[src/include/tpio_pkg.sv]
// Package of constants and types for the timer pin function control block.
package tpio_pkg;

	// ****************************************************************
	// Register map and field layout
	// ****************************************************************
	localparam logic [11:0] OFF_IO_CONTROL_CH1 = 12'h000;
	localparam logic [11:0] OFF_IO_CONTROL_CH2 = 12'h004;
	localparam logic [11:0] OFF_PIN_STATUS     = 12'h008;
	localparam logic [11:0] OFF_COUNTER        = 12'h00C;
	localparam logic [11:0] OFF_GEN_BASE       = 12'h010;
	localparam int          FIELD_A_LSB        = 0;
	localparam int          FIELD_B_LSB        = 4;
	localparam logic [7:0]  IO_CONTROL_RESET   = 8'h00;
	localparam logic [15:0] GEN_REG_RESET      = 16'hFFFF;
	localparam int          NUM_GEN            = 4;

	// ****************************************************************
	// Decoded function of one general register
	// ****************************************************************
	typedef enum logic [2:0] {
		FN_OFF,
		FN_CMP_LOW,
		FN_CMP_HIGH,
		FN_CMP_TOGGLE,
		FN_CAP_RISE,
		FN_CAP_FALL,
		FN_CAP_BOTH,
		FN_PROHIBITED
	} tpio_fn_type;

	// Setup carried to one pin unit.
	typedef struct packed {
		logic        capture;
		logic        init_level;
		tpio_fn_type fn;
	} tpio_cfg_type;

endpackage

[src/hdl/tpio_top.sv]
// Pin function control for timer channels 1 and 2, APB register access.
//
// The register addresses and register access over APB were decided locally.
`timescale 1ns/1ns
module tpio_top (
	input  wire logic        sys_clk,  // System clock, 25 MHz.
	input  wire logic        rst_b,    // Sync reset, active low.
	input  wire logic        psel,     // APB select.
	input  wire logic        penable,  // APB enable.
	input  wire logic        pwrite,   // APB write.
	input  wire logic [11:0] paddr,    // APB byte address.
	input  wire logic [31:0] pwdata,   // APB write data.
	input  wire logic [15:0] counter,  // Timer count value.
	input  wire logic [3:0]  pin_in,   // Pins: a1, b1, a2, b2.
	output logic [31:0]      prdata,   // APB read data.
	output logic             pready,   // APB ready.
	output logic             pslverr,  // APB error.
	output logic [3:0]       pin_out,  // Pin drive levels.
	output logic [3:0]       pin_oe    // Pin output enables.
);

	// ****************************************************************
	// Field decoding
	// ****************************************************************

	// Decodes one 4-bit field; ch2 ignores bit 2 when capturing.
	function automatic tpio_pkg::tpio_cfg_type decode(
		input logic [3:0] f,
		input logic       ch2
	);
		tpio_pkg::tpio_cfg_type c;
		c.capture    = f[3];
		c.init_level = f[2];
		if (f[3]) begin
			if (f[2] && !ch2) begin
				c.fn = tpio_pkg::FN_PROHIBITED;
			end else if (f[1]) begin
				c.fn = tpio_pkg::FN_CAP_BOTH;
			end else if (f[0]) begin
				c.fn = tpio_pkg::FN_CAP_FALL;
			end else begin
				c.fn = tpio_pkg::FN_CAP_RISE;
			end
		end else begin
			case (f[1:0])
				2'h1:    c.fn = tpio_pkg::FN_CMP_LOW;
				2'h2:    c.fn = tpio_pkg::FN_CMP_HIGH;
				2'h3:    c.fn = tpio_pkg::FN_CMP_TOGGLE;
				default: c.fn = tpio_pkg::FN_OFF;
			endcase
		end
		return c;
	endfunction

	logic [7:0]             io_control_ch1;
	logic [7:0]             io_control_ch2;
	logic [15:0]            gen_value [tpio_pkg::NUM_GEN];
	logic [3:0]             pin_drv;
	logic [3:0]             pin_en;
	logic                   wr;
	logic                   rd;
	logic                   wr_ch1;
	logic                   wr_ch2;
	logic [3:0]             fields [tpio_pkg::NUM_GEN];
	tpio_pkg::tpio_cfg_type cfgs   [tpio_pkg::NUM_GEN];
	logic [3:0]             loads;
	logic [3:0]             gen_wr;

	assign wr     = psel && penable && pwrite;
	assign rd     = psel && penable && !pwrite;
	assign wr_ch1 = wr && (paddr == tpio_pkg::OFF_IO_CONTROL_CH1);
	assign wr_ch2 = wr && (paddr == tpio_pkg::OFF_IO_CONTROL_CH2);

	// ****************************************************************
	// Control registers
	// ****************************************************************

	// Channel control registers, cleared by reset.
	always_ff @(posedge sys_clk) begin
		if (!rst_b) begin
			io_control_ch1 <= tpio_pkg::IO_CONTROL_RESET;
			io_control_ch2 <= tpio_pkg::IO_CONTROL_RESET;
		end else begin
			if (wr_ch1) begin
				io_control_ch1 <= pwdata[7:0];
			end
			if (wr_ch2) begin
				io_control_ch2 <= pwdata[7:0];
			end
		end
	end

	// Nibble split: low field drives register A, high field B.
	assign fields[0] = io_control_ch1[tpio_pkg::FIELD_A_LSB +: 4];
	assign fields[1] = io_control_ch1[tpio_pkg::FIELD_B_LSB +: 4];
	assign fields[2] = io_control_ch2[tpio_pkg::FIELD_A_LSB +: 4];
	assign fields[3] = io_control_ch2[tpio_pkg::FIELD_B_LSB +: 4];

	// Marks the cycle after a control write so the initial level loads.
	always_ff @(posedge sys_clk) begin
		if (!rst_b) begin
			loads <= 4'h0;
		end else begin
			loads <= {wr_ch2, wr_ch2, wr_ch1, wr_ch1};
		end
	end

	// ****************************************************************
	// Pin units
	// ****************************************************************

	// One unit per general register and pin.
	genvar gi;
	generate
		for (gi = 0; gi < tpio_pkg::NUM_GEN; gi++) begin : g_unit
			assign cfgs[gi]   = decode(fields[gi], gi >= 2);
			assign gen_wr[gi] = wr && (paddr ==
				tpio_pkg::OFF_GEN_BASE + 12'(4 * gi));
			tpio_pin_unit u_unit (
				.sys_clk   (sys_clk),
				.rst_b     (rst_b),
				.cfg       (cfgs[gi]),
				.cfg_load  (loads[gi]),
				.counter   (counter),
				.gen_wr    (gen_wr[gi]),
				.gen_wdata (pwdata[15:0]),
				.pin_in    (pin_in[gi]),
				.gen_value (gen_value[gi]),
				.pin_out   (pin_drv[gi]),
				.pin_oe    (pin_en[gi])
			);
		end
	endgenerate

	// Pin outputs registered once more at the top.
	always_ff @(posedge sys_clk) begin
		if (!rst_b) begin
			pin_out <= 4'h0;
			pin_oe  <= 4'h0;
		end else begin
			pin_out <= pin_drv;
			pin_oe  <= pin_en;
		end
	end

	// ****************************************************************
	// APB slave
	// ****************************************************************

	// Answers in the first access cycle; unmapped gives an error.
	always_ff @(posedge sys_clk) begin
		if (!rst_b) begin
			prdata  <= 32'h0000_0000;
			pready  <= 1'b0;
			pslverr <= 1'b0;
		end else begin
			pready  <= psel && !penable;
			pslverr <= 1'b0;
			prdata  <= 32'h0000_0000;
			if (psel && !penable) begin
				if (paddr == tpio_pkg::OFF_IO_CONTROL_CH1) begin
					prdata <= {24'h00_0000, io_control_ch1};
				end else if (paddr == tpio_pkg::OFF_IO_CONTROL_CH2) begin
					prdata <= {24'h00_0000, io_control_ch2};
				end else if (paddr == tpio_pkg::OFF_PIN_STATUS) begin
					prdata <= {24'h00_0000, pin_en, pin_drv};
				end else if (paddr == tpio_pkg::OFF_COUNTER) begin
					prdata <= {16'h0000, counter};
				end else if (paddr[11:4] == tpio_pkg::OFF_GEN_BASE[11:4]
					&& paddr[1:0] == 2'h0) begin
					prdata <= {16'h0000, gen_value[paddr[3:2]]};
				end else begin
					pslverr <= 1'b1;
				end
			end
		end
	end
endmodule // tpio_top

[src/hdl/tpio_pin_unit.sv]
// One general register with its pin: compare output or input capture.
`timescale 1ns/1ns
module tpio_pin_unit (
	input  wire logic                  sys_clk,   // System clock.
	input  wire logic                  rst_b,     // Sync reset, low.
	input  wire tpio_pkg::tpio_cfg_type cfg,      // Decoded field.
	input  wire logic                  cfg_load,  // Field just written.
	input  wire logic [15:0]           counter,   // Timer count.
	input  wire logic                  gen_wr,    // Software write.
	input  wire logic [15:0]           gen_wdata, // Write value.
	input  wire logic                  pin_in,    // Pin level in.
	output logic [15:0]                gen_value, // General register.
	output logic                       pin_out,   // Pin drive level.
	output logic                       pin_oe     // Pin output enable.
);

	logic pin_prev;
	logic match;
	logic rise;
	logic fall;
	logic hit;

	// Edge and match detection.
	assign match = (counter == gen_value) && !cfg.capture;
	assign rise  = pin_in && !pin_prev;
	assign fall  = !pin_in && pin_prev;
	always_comb begin
		case (cfg.fn)
			tpio_pkg::FN_CAP_RISE: hit = rise;
			tpio_pkg::FN_CAP_FALL: hit = fall;
			tpio_pkg::FN_CAP_BOTH: hit = rise || fall;
			default:               hit = 1'b0;
		endcase
	end

	// Previous pin level for edges.
	always_ff @(posedge sys_clk) begin
		if (!rst_b) begin
			pin_prev <= 1'b0;
		end else begin
			pin_prev <= pin_in;
		end
	end

	// General register: software write, capture wins.
	always_ff @(posedge sys_clk) begin
		if (!rst_b) begin
			gen_value <= tpio_pkg::GEN_REG_RESET;
		end else if (hit) begin
			gen_value <= counter;
		end else if (gen_wr) begin
			gen_value <= gen_wdata;
		end
	end

	// Pin level: initial on setup, action on match.
	always_ff @(posedge sys_clk) begin
		if (!rst_b) begin
			pin_out <= 1'b0;
			pin_oe  <= 1'b0;
		end else begin
			pin_oe <= !cfg.capture && (cfg.fn != tpio_pkg::FN_OFF);
			if (cfg_load) begin
				pin_out <= cfg.init_level;
			end else if (match) begin
				case (cfg.fn)
					tpio_pkg::FN_CMP_LOW:    pin_out <= 1'b0;
					tpio_pkg::FN_CMP_HIGH:   pin_out <= 1'b1;
					tpio_pkg::FN_CMP_TOGGLE: pin_out <= !pin_out;
					default:                 pin_out <= pin_out;
				endcase
			end
		end
	end

endmodule // tpio_pin_unit

[config.mk]
export PLATFORM = sky130hd
export DESIGN_NAME = tpio_top
export DESIGN_NICKNAME = d
export VERILOG_FILES = /design/src/include/tpio_pkg.sv /design/src/hdl/tpio_top.sv /design/src/hdl/tpio_pin_unit.sv
export SDC_FILE = /design/constraint.sdc
export NUM_CORES = 1
export LEC_CHECK = 0
export BUFFER_PORTS_ARGS = -buffer_cell sky130_fd_sc_hd__buf_2
export CAP_MARGIN = 10
export CORE_MARGIN = 10
export CORE_UTILIZATION = 50
export DETAILED_ROUTE_END_ITERATION = 10
export MAX_ROUTING_LAYER = met4
export PLACE_DENSITY = 0.72
export SLEW_MARGIN = 20
export SYNTH_ARGS = -nofsm -noshare
export SYNTH_HDL_FRONTEND = slang
export SYNTH_SLANG_ARGS = --single-unit
[constraint.sdc]
create_clock -name sys_clk -period 2.9 [get_ports sys_clk]
set_input_delay 0.435 -clock sys_clk [delete_from_list [all_inputs] [get_ports sys_clk]]
set_output_delay 0.435 -clock sys_clk [all_outputs]
set_load 0.005 [all_outputs]
==> summary.txt <==
Clock tree
  • Reg clk slew, reported paths: 50 ps
  • CTS tree: done
  • Clk_lat worst skew: 410 ps
  • Clock root buffer: clkbuf_16
  • Post-CTS setup buffer count: 0
  • CTS sink cnt: 120
  • TritonCTS Buffers: 17
  • Post-CTS Hold Fix Bufs: 0
  • CTS resizes: 0
  • H-tree depth: 4
  • Clock buffer depth: 2

STA
  • Worst slew margin: 0.313
  • Crit path time final: 2190 ps
  • Final Hold Viols: 0
  • Max Slew Vio Count: 0
  • Sum Neg Setup Slack: 0 ps
  • Setup Skew: 5.70 ps
  • Period utilization: 0.756
  • RSZ-0062 raised after global routing: no
  • Final setup vio count: 0
  • Max Fclk: 456 MHz
  • Measured slew at the worst slew-check pin: 1030 ps

Worst setup path
  • FF-to-FF Start: io_control_ch2[4]
  • WP buf/inv: 0
  • Crit Path Class: flip-flop to flip-flop
  • Critical Path RT: 3160 ps
  • Crit path largest cell delay: approximately 480 ps
  • Worst path slowest cell: o211ai_1
  • Flop2flop setup slack: 710 ps
  • CP cell instances: mux2_2 > o211ai_1 > o211ai_2 > nor2_1 > a21oi_1
  • Cell class contributing the biggest share of worst-path delay: compound AO/OA/AOI/OAI gates
  • Worst r2r path cells: 5
  • Crit-path max FO: 16
  • Worst EP arrival: 2460 ps
  • Startpoint types: flip-flop
  • Worst R2R End: g_unit[3].u_unit.gen_value[6]
  • Crit. End Element: flip-flop

Flow run
  • Max cap viols: 0

Finish
  • Design area: 7870 um2
  • Layout net count: 908
  • Area taken by multi-input logic gates: just over 4000 um2
  • FF+latch area: ~2400 um2
  • Ant diodes: 0
  • Area growth from synthesis to layout: 14.1%
  • Filler cells: 1197
  • Share of layout cells above drive strength 1: 0.224

Synthesis
  • Fraction of registers with async set/reset: 0
  • Register area share after synthesis: 0.348
  • Synthesis Warnings: 0
  • Post-synth EDFFs: 0
  • Post-Synthesis Cells: 787
  • Syn_area_per_cell: 8.76 um2
  • Largest cells by area after synthesis: dfxtp_1, mux4_2, nand2_1
  • Post-Synth Simple-Gate Area: 0.223
  • Xor/xnor share of the synthesized area: 0.0813
  • Synth Area in Adders: 0.0145
  • Post-synth cell types: 59
  • Synth cell count leaders: dfxtp_1, nand2_1, nor2_1, a21oi_1, clkbuf_1
  • Main synth FF type: dfxtp_1
  • Main combinational cell family by area after synthesis: simple AND/OR/NAND/NOR gates
  • Post-synthesis compound-gate area fraction: 0.167
  • Synth top area share: 0.348
  • Post-Syn Area: a little under 7000 um2
  • #FFs+latches synth: 120
  • Most numerous cell in the Yosys netlist: dfxtp_1
  • Post-synthesis mux area share: 0.0924
  • Yosys top cell by area: dfxtp_1

Min path
  • Hold Path Origin: pin_in[0]
  • Hold/Removal Path Class: input port to flip-flop
  • Worst hold endpoint: g_unit[0].u_unit.pin_prev
  • Hold depth: 3

Floorplanning
  • Num rows: 42
  • Die height: ~140 um
  • Ports: 111
  • Core Footprint: 13400 um2
  • Die outline width: 137 um
  • Initial Util: 0.515
  • Die area: 18900 um2

Global route
  • Vias in the first global route: between 5000 and 6000
  • GRT overflow: 0
  • All-Layer GR Usage: 0.220
  • Initial antenna violation count: 0
  • First-pass GRT wire length: about 31 mm
  • Largest net degree at the start of global routing: 37

Placement
  • GPL Wtd Cong: 0.928
  • Placed standard-cell area: 7280 um2
  • Placed wire-length estimate: 15.1 mm
  • I/O Buffers: 78

Drt
  • Pre-Repair DR Iteration Count: 5
  • Via density: 5.92
  • Post-Route WL: 20.2 mm
  • Overall via count from detail_route: 6028
  • Routed WL per cell: ~20 um
  • DRC: 0
  • First DRT Iteration DRCs: 760
  • Antenna-violating nets left: 0

Power
  • Worst VDD drop: 0.000399 V
  • PwrDens: 520 nW/um2
  • Lkg Pwr: around 0.0030 uW

Outcome
  • Status: finished clean
## per-stage QoR
step	cells	hold WS [ps]	total power [uW]	setup slack, ps	utilization
5_1_grt	1018	290	4210	481	0.587
4_1_cts	1018	274	4090	762	0.587
2_1_floorplan	802	426	1900	905	-
3_3_place_gp	988	431	2000	441	0.544
6_report	1018	276	4090	706	0.587
3_5_place_dp	988	440	2000	426	0.544
## final cells by class
| class | instances | area share |
|---|---|---|
| inverter | 16 | 0.00763 |
| timing repair buffer | 96 | 0.0700 |
| clock buffer | 22 | 0.0590 |
| sequential | 120 | 0.305 |
| multi-input combinational | 580 | 0.515 |
| clock inverter | 8 | 0.0156 |
| tap | 176 | 0.0280 |
## worst max path at each step
stage	start	to	slack, ps	cells past startpoint
global placement	paddr[2]	g_unit[0].u_unit.gen_value[9]	440	5
floorplan	paddr[3]	prdata[14]	910	6
detailed placement	paddr[3]	g_unit[0].u_unit.gen_value[0]	430	5
finish	io_control_ch2[4]	g_unit[3].u_unit.gen_value[6]	710	5
global route	paddr[3]	g_unit[0].u_unit.gen_value[9]	480	5
CTS	io_control_ch2[4]	g_unit[3].u_unit.gen_value[11]	760	5
## flip-flops by register name, summed over array words and instances (netlist names)
register,flops
io_control_ch1,8
pslverr,1
prdata,16
pready,1
loads,2
g_unit.u_unit.pin_prev,4
g_unit.u_unit.pin_oe,4
io_control_ch2,8
g_unit.u_unit.gen_value,64
pin_oe,4
pin_out,4
g_unit.u_unit.pin_out,4
## report_power, final
group	total [uW]	switching, uW	internal [uW]
registers	1660	1.67	1650
clock network	2120	741	1380
logic	316	214	102
## kinds of logic after synthesis
kind of cell	Yosys count
flops	120
other cells	1
fa+ha+maj	8
simple gates	291
buf+inv	102
mux	43
compound gates	158
xor+xnor	64
## placed cells by master (no fill, tap or decap), types with 17 or more instances in the layout
master	Yosys	routed
and3_1	20	19
mux2i_1	22	22
dfxtp_1	120	120
xor2_1	33	33
o21ai_0	39	39
clkbuf_16	0	17
xnor2_1	31	31
a211oi_1	17	17
a21oi_1	46	46
nor3_1	25	25
nor2_1	85	85
buf_2	16	78
nand2_1	88	88
## worst min-delay path: cells and delay by family
family	cells	cell delay, ps
buffers and inverters	2	140
and+or+nand+nor	1	80
## per-layer routing
metal,routed length (um),vias to the layer above,global-route usage,share of wire
li1,-,2872,-,-
met1,8530,2808,0.287,0.42
met2,9000,310,0.326,0.45
met3,2130,38,0.0524,0.11
met4,495,0,0.0744,0.025
met5,0,-,-,0
Note: power is estimated with default switching activity, not from simulation.
